--- src/hw/tpc_pkg.sv ---
package tpc_pkg;

  // ==========================================================
  // Register port geometry
  localparam int AW = 4;
  localparam int DW = 16;

  // ==========================================================
  // Register offsets
  localparam logic [3:0] OFF_PERIOD = 4'h0;
  localparam logic [3:0] OFF_DEAD = 4'h1;
  localparam logic [3:0] OFF_PDEL = 4'h2;
  localparam logic [3:0] OFF_DUTYA = 4'h3;
  localparam logic [3:0] OFF_DUTYB = 4'h4;
  localparam logic [3:0] OFF_DUTYC = 4'h5;
  localparam logic [3:0] OFF_SEG = 4'h6;
  localparam logic [3:0] OFF_GATE = 4'h7;
  localparam logic [3:0] OFF_MODE = 4'h8;
  localparam logic [3:0] OFF_SYNCW = 4'h9;
  localparam logic [3:0] OFF_SWTRIP = 4'hA;
  localparam logic [3:0] OFF_STATUS = 4'hB;
  localparam logic [3:0] OFF_CTRL = 4'hC;

  // ==========================================================
  // Field positions
  localparam int MODE_DOUBLE_BIT = 6;
  localparam int STAT_TRIP_BIT = 0;
  localparam int STAT_SHUT_BIT = 1;
  localparam int STAT_HALF_BIT = 3;
  localparam int SEG_XOVER_LSB = 6;
  localparam int GATE_HI_BIT = 8;
  localparam int GATE_LO_BIT = 9;
  localparam int CTRL_EN_BIT = 0;
  localparam int DEAD_W = 10;
  localparam int SEG_W = 9;
  localparam int GATE_W = 10;
  localparam int SYNCW_W = 8;

  // ==========================================================
  // Reset values
  localparam logic [15:0] RST_PERIOD = 16'h03E8;
  localparam logic [15:0] RST_DEAD = 16'h0000;
  localparam logic [15:0] RST_PDEL = 16'h0000;
  localparam logic [15:0] RST_DUTY = 16'h0000;
  localparam logic [15:0] RST_SEG = 16'h003F;
  localparam logic [15:0] RST_GATE = 16'h0000;
  localparam logic [15:0] RST_SYNCW = 16'h0027;

  // ==========================================================
  // Working set latched on each sync rising edge
  typedef struct packed {
    logic [15:0] period;
    logic [DEAD_W-1:0] dead;
    logic [15:0] pdel;
    logic [SYNCW_W-1:0] syncw;
    logic [2:0][15:0] duty;
    logic [SEG_W-1:0] seg;
  } tpc_cfg_t;

endpackage

--- src/hw/tpc_gate_chop.sv ---
`timescale 1ns/1ns
module tpc_gate_chop #(
  parameter int W = 8
) (
  input wire logic clk,
  input wire logic nrst,
  input wire logic [W-1:0] divider,
  output logic chop
);

  // ==========================================================
  // Chopping carrier
  logic [W-1:0] cnt;

  // Toggles every divider+1 cycles: f = fclk / (2*(divider+1))
  always_ff @(posedge clk or negedge nrst) begin
    if (!nrst) begin
      cnt <= '0;
      chop <= 1'b0;
    end else if (cnt >= divider) begin
      cnt <= '0;
      chop <= ~chop;
    end else begin
      cnt <= cnt + 1'b1;
    end
  end

endmodule

--- src/hw/tpc_pwm.sv ---
// The implementer's own choices: the plain strobed port and the register offsets.
`timescale 1ns/1ns
// Function
// - Six outputs: high and low drive for phases A, B, C.
// - Period, dead time, minimum pulse width each have own register.
// - One duty register per phase sets that pair's duty.
// - Each output has its own enable bit in segment register.
// - Per-phase crossover bit swaps high and low signals.
// - Eight-bit gate field sets chopping frequency.
// - Separate chop enables for high side and low side.
// - Single update: new values taken once per period.
// - Double update: new values also taken at period midpoint.
// - One mode bit selects single or double update.
// - Sync pulse at period start, and at midpoint in double mode.
// - Sync pulse width comes from sync width register.
// - Trip pin low forces all outputs off without a clock.
// - Any current-sense comparator trip starts a shutdown.
// - Hardware shutdown paths are unclocked.
// - Writing the software trip register shuts the PWM down.
// - Status shows trip pin level, and current half period in double mode.
// - Three complementary centred pairs with dead time inserted.
// - Shutdown sources combine and reset the timing unit.
// - Logic runs at instruction rate, shown on clock output.
// - Interrupt pulses on each sync and on any shutdown.
// - Mode bit 6: clear single, set double; cleared at reset.
// - Status bit 3 is 0 first half, 1 second half in double mode; held at 0 in single mode.
// - Sync lasts width+1 cycles; width resets to 0x27.
// - Sync rising edge latches configuration, duty and segment.
module tpc_pwm (
  input wire logic clk,
  input wire logic nrst,
  input wire logic [tpc_pkg::AW-1:0] regAddr,
  input wire logic [tpc_pkg::DW-1:0] regWdata,
  input wire logic regWr,
  input wire logic regRd,
  output logic [tpc_pkg::DW-1:0] regRdata,
  input wire logic tripInputN,
  input wire logic [2:0] senseTripHi,
  input wire logic [2:0] senseTripLo,
  output logic phaseAHigh,
  output logic phaseBHigh,
  output logic phaseCHigh,
  output logic phaseALow,
  output logic phaseBLow,
  output logic phaseCLow,
  output logic syncPulse,
  output logic syncIrq,
  output logic tripIrq,
  output logic instructionClockOut
);

  // ==========================================================
  // Unclocked shutdown path
  logic killN;
  logic rstOut;

  // Trip pin or any comparator; no clock involved
  assign killN = tripInputN & ~(|senseTripHi) & ~(|senseTripLo);
  assign rstOut = nrst & killN;

  // ==========================================================
  // Pin synchronisers
  logic [1:0] tripSync;
  logic [1:0] killSync;

  // Two stages each before the clocked logic reads the pin levels
  always_ff @(posedge clk or negedge nrst) begin
    if (!nrst) begin
      tripSync <= 2'b11;
      killSync <= 2'b11;
    end else begin
      tripSync <= {tripSync[0], tripInputN};
      killSync <= {killSync[0], killN};
    end
  end

  // ==========================================================
  // Software registers
  logic [15:0] periodReg;
  logic [tpc_pkg::DEAD_W-1:0] deadReg;
  logic [15:0] pdelReg;
  logic [2:0][15:0] dutyReg;
  logic [tpc_pkg::SEG_W-1:0] segReg;
  logic [tpc_pkg::GATE_W-1:0] gateReg;
  logic modeDouble;
  logic [tpc_pkg::SYNCW_W-1:0] syncwReg;
  logic swTripWr;
  logic enableWr;

  assign swTripWr = regWr && regAddr == tpc_pkg::OFF_SWTRIP;
  assign enableWr = regWr && regAddr == tpc_pkg::OFF_CTRL
    && regWdata[tpc_pkg::CTRL_EN_BIT];

  // Register writes
  always_ff @(posedge clk or negedge nrst) begin
    if (!nrst) begin
      periodReg <= tpc_pkg::RST_PERIOD;
      deadReg <= tpc_pkg::RST_DEAD[tpc_pkg::DEAD_W-1:0];
      pdelReg <= tpc_pkg::RST_PDEL;
      dutyReg <= {3{tpc_pkg::RST_DUTY}};
      segReg <= tpc_pkg::RST_SEG[tpc_pkg::SEG_W-1:0];
      gateReg <= tpc_pkg::RST_GATE[tpc_pkg::GATE_W-1:0];
      modeDouble <= 1'b0;
      syncwReg <= tpc_pkg::RST_SYNCW[tpc_pkg::SYNCW_W-1:0];
    end else if (regWr) begin
      case (regAddr)
        tpc_pkg::OFF_PERIOD: periodReg <= regWdata;
        tpc_pkg::OFF_DEAD: deadReg <= regWdata[tpc_pkg::DEAD_W-1:0];
        tpc_pkg::OFF_PDEL: pdelReg <= regWdata;
        tpc_pkg::OFF_DUTYA: dutyReg[0] <= regWdata;
        tpc_pkg::OFF_DUTYB: dutyReg[1] <= regWdata;
        tpc_pkg::OFF_DUTYC: dutyReg[2] <= regWdata;
        tpc_pkg::OFF_SEG: segReg <= regWdata[tpc_pkg::SEG_W-1:0];
        tpc_pkg::OFF_GATE: gateReg <= regWdata[tpc_pkg::GATE_W-1:0];
        tpc_pkg::OFF_MODE: begin
          modeDouble <= regWdata[tpc_pkg::MODE_DOUBLE_BIT];
        end
        tpc_pkg::OFF_SYNCW: begin
          syncwReg <= regWdata[tpc_pkg::SYNCW_W-1:0];
        end
        default: begin
        end
      endcase
    end
  end

  // ==========================================================
  // Shutdown controller
  logic tripped;
  logic trippedD;

  // Set asynchronously by hardware, or by software; set beats clear
  always_ff @(posedge clk or negedge rstOut) begin
    if (!rstOut) begin
      tripped <= 1'b1;
    end else if (swTripWr || !killSync[1]) begin
      tripped <= 1'b1;
    end else if (enableWr) begin
      tripped <= 1'b0;
    end
  end

  // Shutdown interrupt on each new shutdown
  always_ff @(posedge clk or negedge nrst) begin
    if (!nrst) begin
      trippedD <= 1'b1;
      tripIrq <= 1'b0;
    end else begin
      trippedD <= tripped;
      tripIrq <= tripped & ~trippedD;
    end
  end

  // ==========================================================
  // Timing unit counter
  tpc_pkg::tpc_cfg_t cfg;
  logic [15:0] halfCnt;
  logic half;
  logic lastTick;
  logic syncStart;

  assign lastTick = halfCnt + 16'h0001 >= cfg.period;
  // Period start always; midpoint only in double mode
  assign syncStart = !tripped && lastTick
    && (half || modeDouble);

  // Half-period up counter, held at zero during shutdown
  always_ff @(posedge clk or negedge nrst) begin
    if (!nrst) begin
      halfCnt <= '0;
      half <= 1'b0;
    end else if (tripped) begin
      halfCnt <= '0;
      half <= 1'b0;
    end else if (lastTick) begin
      halfCnt <= '0;
      half <= ~half;
    end else begin
      halfCnt <= halfCnt + 16'h0001;
    end
  end

  // Working set loaded at each sync and while shut down
  always_ff @(posedge clk or negedge nrst) begin
    if (!nrst) begin
      cfg.period <= tpc_pkg::RST_PERIOD;
      cfg.dead <= tpc_pkg::RST_DEAD[tpc_pkg::DEAD_W-1:0];
      cfg.pdel <= tpc_pkg::RST_PDEL;
      cfg.syncw <= tpc_pkg::RST_SYNCW[tpc_pkg::SYNCW_W-1:0];
      cfg.duty <= {3{tpc_pkg::RST_DUTY}};
      cfg.seg <= tpc_pkg::RST_SEG[tpc_pkg::SEG_W-1:0];
    end else if (syncStart || tripped) begin
      cfg.period <= periodReg;
      cfg.dead <= deadReg;
      cfg.pdel <= pdelReg;
      cfg.syncw <= syncwReg;
      cfg.duty <= dutyReg;
      cfg.seg <= segReg;
    end
  end

  // ==========================================================
  // Sync pulse
  logic [tpc_pkg::SYNCW_W-1:0] syncRem;

  // High for width+1 cycles from the start of a half period
  always_ff @(posedge clk or negedge nrst) begin
    if (!nrst) begin
      syncRem <= '0;
      syncPulse <= 1'b0;
      syncIrq <= 1'b0;
    end else begin
      syncPulse <= syncStart || syncRem != '0;
      syncIrq <= syncStart;
      if (syncStart) begin
        syncRem <= syncwReg;
      end else if (syncRem != '0) begin
        syncRem <= syncRem - 1'b1;
      end
    end
  end

  // ==========================================================
  // Gate chopping carrier
  logic chop;

  tpc_gate_chop #(
    .W(8)
  ) u_chop (
    .clk(clk),
    .nrst(nrst),
    .divider(gateReg[7:0]),
    .chop(chop)
  );

  // ==========================================================
  // Per-phase waveform, output control and mixing
  logic [2:0] nextHi;
  logic [2:0] nextLo;

  for (genvar i = 0; i < 3; i++) begin : g_ph
    wire signed [17:0] cS = 18'(halfCnt);
    wire signed [17:0] pS = 18'(cfg.period);
    wire signed [17:0] dS = 18'(cfg.duty[i]);
    wire signed [17:0] tS = 18'(cfg.dead);
    wire signed [17:0] mS = 18'(cfg.pdel);
    wire signed [17:0] hiW = dS - tS;
    wire signed [17:0] loW = pS - dS - tS;
    wire hiKeep = hiW >= mS && hiW > 18'sh00000;
    wire loKeep = loW >= mS && loW > 18'sh00000;
    // Centred edges, each pulled in by the dead time
    wire hiRaw = hiKeep && (half ? cS < hiW : cS >= pS - hiW);
    wire loRaw = loKeep && (half ? cS >= pS - loW : cS < loW);
    wire xo = cfg.seg[tpc_pkg::SEG_XOVER_LSB + i];
    wire hiSel = xo ? loRaw : hiRaw;
    wire loSel = xo ? hiRaw : loRaw;
    wire hiChop = ~gateReg[tpc_pkg::GATE_HI_BIT] | chop;
    wire loChop = ~gateReg[tpc_pkg::GATE_LO_BIT] | chop;
    assign nextHi[i] = ~tripped & cfg.seg[2*i] & hiSel & hiChop;
    assign nextLo[i] = ~tripped & cfg.seg[2*i+1] & loSel & loChop;
  end

  // ==========================================================
  // Output stage, cleared without a clock by any hardware trip
  logic [2:0] hiDrv;
  logic [2:0] loDrv;

  always_ff @(posedge clk or negedge rstOut) begin
    if (!rstOut) begin
      hiDrv <= '0;
      loDrv <= '0;
    end else begin
      hiDrv <= nextHi;
      loDrv <= nextLo;
    end
  end

  // Pins straight from the output flops
  assign phaseAHigh = hiDrv[0];
  assign phaseBHigh = hiDrv[1];
  assign phaseCHigh = hiDrv[2];
  assign phaseALow = loDrv[0];
  assign phaseBLow = loDrv[1];
  assign phaseCLow = loDrv[2];

  // ==========================================================
  // Instruction clock indicator
  always_ff @(posedge clk or negedge nrst) begin
    if (!nrst) begin
      instructionClockOut <= 1'b0;
    end else begin
      instructionClockOut <= ~instructionClockOut;
    end
  end

  // ==========================================================
  // Read port, data in the cycle after the strobe
  logic [15:0] readVal;

  always_comb begin
    readVal = '0;
    case (regAddr)
      tpc_pkg::OFF_PERIOD: readVal = periodReg;
      tpc_pkg::OFF_DEAD: readVal = 16'(deadReg);
      tpc_pkg::OFF_PDEL: readVal = pdelReg;
      tpc_pkg::OFF_DUTYA: readVal = dutyReg[0];
      tpc_pkg::OFF_DUTYB: readVal = dutyReg[1];
      tpc_pkg::OFF_DUTYC: readVal = dutyReg[2];
      tpc_pkg::OFF_SEG: readVal = 16'(segReg);
      tpc_pkg::OFF_GATE: readVal = 16'(gateReg);
      tpc_pkg::OFF_MODE: readVal[tpc_pkg::MODE_DOUBLE_BIT] = modeDouble;
      tpc_pkg::OFF_SYNCW: readVal = 16'(syncwReg);
      tpc_pkg::OFF_STATUS: begin
        readVal[tpc_pkg::STAT_TRIP_BIT] = tripSync[1];
        readVal[tpc_pkg::STAT_SHUT_BIT] = tripped;
        readVal[tpc_pkg::STAT_HALF_BIT] = half & modeDouble;
      end
      default: readVal = '0;
    endcase
  end

  always_ff @(posedge clk or negedge nrst) begin
    if (!nrst) begin
      regRdata <= '0;
    end else begin
      regRdata <= regRd ? readVal : '0;
    end
  end

  logic [8:0] syncLen;

  // Length of the current sync pulse
  always_ff @(posedge clk or negedge nrst) begin
    if (!nrst) begin
      syncLen <= '0;
    end else begin
      syncLen <= syncPulse ? syncLen + 9'h001 : 9'h000;
    end
  end
endmodule

--- config.mk ---
export PLATFORM = sky130hd
export DESIGN_NAME = tpc_pwm
export DESIGN_NICKNAME = d
export VERILOG_FILES = /design/src/hw/tpc_pkg.sv /design/src/hw/tpc_gate_chop.sv /design/src/hw/tpc_pwm.sv
export SDC_FILE = /design/constraint.sdc
export NUM_CORES = 1
export LEC_CHECK = 0
export BUFFER_PORTS_ARGS = -buffer_cell sky130_fd_sc_hd__buf_2
export CORE_ASPECT_RATIO = 1.25
export CORE_MARGIN = 2
export CORE_UTILIZATION = 40
export DETAILED_ROUTE_END_ITERATION = 8
export PLACE_DENSITY = 0.6
export SLEW_MARGIN = 20
export SYNTH_ARGS = -nofsm -noshare
export SYNTH_HDL_FRONTEND = slang
export SYNTH_HIERARCHICAL = 1
export SYNTH_SLANG_ARGS = --single-unit
--- constraint.sdc ---
create_clock -name clk -period 7.9 [get_ports clk]
set_input_delay 1.58 -clock clk [delete_from_list [all_inputs] [get_ports clk]]
set_output_delay 1.58 -clock clk [all_outputs]
set_load 0.05 [all_outputs]
==> impl_metrics.csv, run 1 <==
group,metric,value,unit
status,status,"complete, no violations",
finish,layout_commonest_cell,"ha_1",
synthesis,ys.flop_type,"dfrtp_1",
floorplanning,core_area,70400,sq um
global_route,grtUsageMet1,0.320,
global_route,grt_pass1_wl,149000,um
route,dr.pass1.iters,6,
floorplanning,fp.dieW,242,um
synthesis,syn_area,28300,sq um
clock_tree,cts-root-buf,"clkbuf_16",
clock_tree,clock_latency,0.59,ns
finish,final_util,0.442,
worst_setup_path,cp.arrival,7.79,ns
synthesis,syn_inst,3058,
run,drv_cap,0,
floorplanning,start_util,0.402,
clock_tree,cts.clk_slew.worst_paths,0.07,ns
clock_tree,cts_max_path_buffers,3,
global_route,use_met3,0.0246,
sta,fin_skew,0.0289,ns
worst_setup_path,max_stage_delay,0.72,ns
worst_setup_path,path_max_fanout,11,
synthesis,synth_cell_types,94,
global_route,grt_pass1_vias,24183,
route,detail-route-antenna-nets,0,
worst_setup_path,cp.required,8.35,ns
hold_path,hold_path.class,"register to register",
worst_setup_path,worst_setup_path_end_kind,"register",
finish,mostFrequentLayoutCells,"ha_1 (483), inv_1 (269), dfrtp_1 (249)",
route,drcViolationCount,0,
synthesis,syn-num-nets,3587,
worst_setup_path,crit_type,"register to register",
synthesis,synth_top_cell_by_area,"dfrtp_1",
floorplanning,die_area,72800,sq um
worst_setup_path,rr_worst_depth,29,
sta,post-route-period-util,0.929,
synthesis,ys_async_sr_fraction,1.00,
sta,worst_pin_slew,1.16,ns
place,hpwl,81300,um
worst_setup_path,slowest_stage,"dfrtp_1",
hold_path,holdPathStages,0,
sta,slew_headroom,0.225,
clock_tree,numClockSinks,283,
sta,fmax,136,MHz
synthesis,avgSynthCellArea,9.25,sq um
synthesis,ys_warn_count,6,
worst_setup_path,critical_path.startpoint_type,"register",
sta,tns,0,ns
global_route,grt_usage,0.273,
global_route,top_usage_layer,"met2",
sta,slew_viol_final,0,
clock_tree,cts_hold_buffers,0,
sta,final-hold-violation-count,0,
finish,n_antenna_cell,0,
finish,fin_nets,3684,
clock_tree,htree_levels,1,
synthesis,yosysSeqAreaShare,0.252,
finish,drive_above_1_share,0.147,
global_route,antenna_found_initial,0,
sta,hold_ws,0.358,ns
sta,layout_min_cycle_time,7.34,ns
worst_setup_path,path_common_cell,"ha_1",
place,port_buffers,56,
sta,setup_viol,0,
route,finalWirelength,101000,um
synthesis,synth.area.top_cells,"dfrtp_1 (22%), ha_1 (21%), mux2_2 (8.8%)",
global_route,overflow,0,
synthesis,synth_edf_count,0,
floorplanning,ios,57,
route,vias,24618,
route,drt_iter0_markers,1748,
clock_tree,cts_tree,"done",
synthesis,post-synth-top-area-fraction,0.220,
floorplanning,rows,109,
global_route,met2_usage,0.467,
finish,syn_to_final_growth,9.93,%
synthesis,synth-seq-cells,283,
place,place_congestion,0.998,
clock_tree,cts_buffers,28,
finish,fillCellCount,7095,
route,vias_per_cell,5.98,
sta,rsz0062_at_grt,"no",
global_route,grt_max_degree,92,
floorplanning,fp.dieH,301,um
route,wl_per_cell,24.6,um
## area by class of cell
cell class | instances | area [sq um] | area share
multi-input combinational | 2456 | 20000 | 0.644
clock inverter | 9 | 135 | 0.00435
timing repair buffer | 112 | 723 | 0.0233
clock buffer | 43 | 878 | 0.0283
inverter | 274 | 1030 | 0.0332
tap | 943 | 1180 | 0.0380
sequential | 283 | 7120 | 0.229
## flip-flops by register name, indices dropped and copies added, names as in the netlist, 9 cells and up
name / flops
cfg: 99
deadReg: 10
dutyReg: 48
gateReg: 10
halfCnt: 16
pdelReg: 16
periodReg: 16
regRdata: 16
segReg: 9
## path summary, 6_finish.rpt
| path | slack (ns) | from | end |
|---|---|---|---|
| min in group asynchronous | 0.96 | nrst | halfCnt[4] |
| worst min register to register | 0.36 | killSync[0] | killSync[1] |
| worst max register to register | 0.56 | cfg[93] | hiDrv[0] |
| worst max-delay path | 0.56 | cfg[93] | hiDrv[0] |
| max in group asynchronous | 5.30 | nrst | cfg[55] |
| worst min-delay path | 0.36 | killSync[0] | killSync[1] |
## cells by family after synthesis
kind of cell / after synthesis / share of synthesized area
muxes: 224 / 0.0891
xor gates and xnor gates: 212 / 0.0659
DFF: 283 / 0.252
adders and majority gates: 515 / 0.230
AOI/OAI and AO/OA: 775 / 0.189
and+or+nand+nor: 730 / 0.131
buffers and inverters: 319 / 0.0424
## worst max-delay path, delay by kind of cell, from the launching register on
kind                       cells  cell delay, ns
AOI/OAI and AO/OA             10            2.24
xor gates and xnor gates       3            0.59
adders and majority gates      5            1.81
and+or+nand+nor               10            1.72
DFF                            1            0.72
buffers and inverters          1            0.11
## through the flow
step | setup WS, ns | instance area, sq um | cells
2_1_floorplan | 1.22 | 28300 | 3058
3_3_place_gp | 0.540 | 30000 | 4067
3_5_place_dp | 0.336 | 30000 | 4067
4_1_cts | 0.288 | 31100 | 4119
5_1_grt | 0.0398 | 31100 | 4120
6_report | 0.563 | 31100 | 4120
## synth_stat cells (15+ instances only)
library cell  instances
a211oi_1             26
a21o_1               73
a21oi_1             165
a221oi_1             16
a22oi_1              23
a31oi_1              26
and3_1               19
clkbuf_1             43
dfrtp_1             249
dfstp_2              34
fa_1                 15
ha_1                483
inv_1               270
maj3_1               16
mux2_2              221
nand2_1             133
nand2b_1             50
nand3_1              77
nand4_1              41
nor2_1              171
nor2b_1              65
nor3_1               72
nor4_1               31
o2111ai_1            15
o211ai_1             26
o21a_1               82
o21ai_0             136
o21bai_1             17
o31a_1               15
or3_1                16
xnor2_1             135
xor2_1               76
## what timing repair did
item	4_1_cts	5_1_grt
setup buffers	0	1
endpoints found under the setup margin	0	4
gates resized for setup	0	5
## layer usage
metal,vias to the layer above,part of all wire
met1,12026,0.40
li1,11503,-
met5,-,0
met4,0,0.086
met3,277,0.043
met2,812,0.47
Power of run 1 is left out: the tool's default activity adds up to more than one toggle a clock period on the data nets, which glitch-free logic cannot reach.
==> run 2, diff against run 1 <==
--- a/config.mk
+++ b/config.mk
@@ -11,6 +11,7 @@
 export CORE_UTILIZATION = 40
 export DETAILED_ROUTE_END_ITERATION = 8
 export PLACE_DENSITY = 0.6
+export REMOVE_ABC_BUFFERS = 1
 export SLEW_MARGIN = 20
 export SYNTH_ARGS = -nofsm -noshare
 export SYNTH_HDL_FRONTEND = slang
==> constraint.sdc (replaced) <==
create_clock -name clk -period 8.15 [get_ports clk]
set_input_delay 1.63 -clock clk [delete_from_list [all_inputs] [get_ports clk]]
set_output_delay 1.63 -clock clk [all_outputs]
set_load 0.05 [all_outputs]
==> run 2 against run 1 <==
Sequential cell count stayed put. Worst setup slack worse by 0.052 ns. Critical endpoint unchanged. Global-route usage is 0.34 points higher. Die area stayed put. Wire length is 0.57% higher. Critical path type unchanged. Sequential share of layout area is 0.091 points lower.
==> impl_metrics.csv, run 2 (same netlist as run 1, synthesis figures left out) <==
group,metric,value,unit
status,status,"complete, no violations",
floorplanning,fp.dieH,301,um
sta,tns,0,ns
finish,reg_top3,"cfg x99, dutyReg x48",
clock_tree,cts_max_path_buffers,3,
finish,n_antenna_cell,0,
clock_tree,postCtsSetupBuffers,0,
route,wl_per_cell,24.6,um
worst_setup_path,critical_path.startpoint_type,"register",
route,vias,24476,
clock_tree,htree_levels,1,
worst_setup_path,cp.required,8.64,ns
sta,slew_headroom,0.245,
global_route,grt_usage,0.276,
place,dp.cells,4095,
route,drcViolationCount,0,
finish,drive_above_1_share,0.152,
worst_setup_path,ff2ff_setup_slack,0.51,ns
worst_setup_path,rr_worst_depth,32,
worst_setup_path,r2r_start,"cfg[91]",
place,hpwl,81500,um
worst_setup_path,crit_type,"register to register",
floorplanning,start_util,0.402,
run,drv_cap,0,
global_route,antenna_found_initial,2,
clock_tree,cts.clk_slew.worst_paths,0.07,ns
clock_tree,clock_latency,0.61,ns
sta,layout_min_cycle_time,7.64,ns
route,vias_per_cell,5.90,
route,finalWirelength,102000,um
clock_tree,cts_buffers,28,
floorplanning,die_area,72800,sq um
clock_tree,cts_tree,"done",
sta,worst_pin_slew,1.13,ns
worst_setup_path,worst-path-buf-inv,3,
route,drt_iter0_markers,1784,
global_route,grt_max_degree,148,
floorplanning,core_area,70400,sq um
sta,fin_skew,0.0270,ns
finish,largest_reg_flops,99,
sta,fmax,131,MHz
finish,final_util,0.443,
hold_path,holdPathStages,0,
global_route,overflow,0,
sta,setup_viol,0,
worst_setup_path,reg2reg_to,"hiDrv[0]",
worst_setup_path,path_max_fanout,8,
worst_setup_path,slowest_stage,"a211oi_1",
worst_setup_path,worst_setup_path_end_kind,"register",
clock_tree,cts-root-buf,"clkbuf_16",
floorplanning,rows,109,
finish,regMostFlops,"cfg",
hold_path,min_to,"tripSync[1]",
finish,final_cells,4147,
place,port_buffers,56,
route,dr.pass1.iters,5,
worst_setup_path,path_common_cell,"ha_1",
finish,layout_commonest_cell,"ha_1",
worst_setup_path,cp_top_family,"compound AO/OA/AOI/OAI gates",
finish,syn_to_final_growth,10.4,%
finish,fillCellCount,7002,
global_route,grt_pass1_wl,151000,um
finish,fin_area,31200,sq um
finish,mostFrequentLayoutCells,"ha_1 (483), inv_1 (270), dfrtp_1 (249)",
place,place_area,30200,sq um
clock_tree,cts_resized,0,
hold_path,hp-start,"tripSync[0]",
clock_tree,cts_hold_buffers,0,
floorplanning,ios,57,
worst_setup_path,cp.arrival,8.12,ns
finish,fin_nets,3711,
sta,post-route-period-util,0.937,
sta,slew_viol_final,0,
worst_setup_path,max_stage_delay,0.51,ns
floorplanning,fp.dieW,242,um
hold_path,hold_path.class,"register to register",
global_route,grt_pass1_vias,24606,
place,place_congestion,0.974,
sta,rsz0062_at_grt,"no",
sta,final-hold-violation-count,0,
route,detail-route-antenna-nets,0,
clock_tree,numClockSinks,283,
-- run 2: cell types whose count changed in the layout (fill, tap and decap cells not counted), sizes merged --
cell / before / now
inv: 273 / 274
buf: 112 / 139
bufinv: 3 / 2
-- run 2: worst max path at each step --
| stage | start | to | slack (ns) | cells after the start |
|---|---|---|---|---|
| CTS | cfg[91] | hiDrv[0] | 0.64 | 32 |
| finish | cfg[91] | hiDrv[0] | 0.51 | 32 |
| detailed placement | cfg[91] | loDrv[0] | 0.67 | 32 |
| global placement | cfg[91] | hiDrv[0] | 0.77 | 31 |
| floorplan | halfCnt[1] | cfg[0] | 0.20 | 14 |
| global route | cfg[91] | loDrv[0] | 0.12 | 32 |
-- run 2: worst register-to-register path, delay by kind of cell (launching register included) --
kind	cells	cell delay, ns
compound gates	12	2.86
xor+xnor	3	0.73
fa+ha+maj	7	2.35
buf+inv	3	0.38
flops	1	0.38
simple gates	7	0.82
-- run 2: layer usage --
| layer | up-vias | GRT usage | part of all wire |
|---|---|---|---|
| li1 | 11538 | - | - |
| met1 | 11923 | 0.317 | 0.39 |
| met2 | 741 | 0.482 | 0.48 |
| met3 | 274 | 0.0308 | 0.048 |
| met4 | 0 | 0.194 | 0.080 |
| met5 | - | 0 | 0 |
-- run 2: final cells by class --
class | instances | area (sq um) | area share
clock buffer | 43 | 838 | 0.0269
tap | 943 | 1180 | 0.0378
clock inverter | 9 | 118 | 0.00377
sequential | 283 | 7120 | 0.228
inverter | 274 | 1030 | 0.0330
multi-input combinational | 2456 | 20000 | 0.641
timing repair buffer | 139 | 926 | 0.0297
-- run 2: metrics by stage --
step	hold WS, ns	setup slack, ns
floorplan	0.345	0.198
global placement	0.345	0.771
detailed placement	0.349	0.672
CTS	0.346	0.641
global route	0.353	0.120
finish	0.345	0.512
Power of run 2 is left out for the same reason.
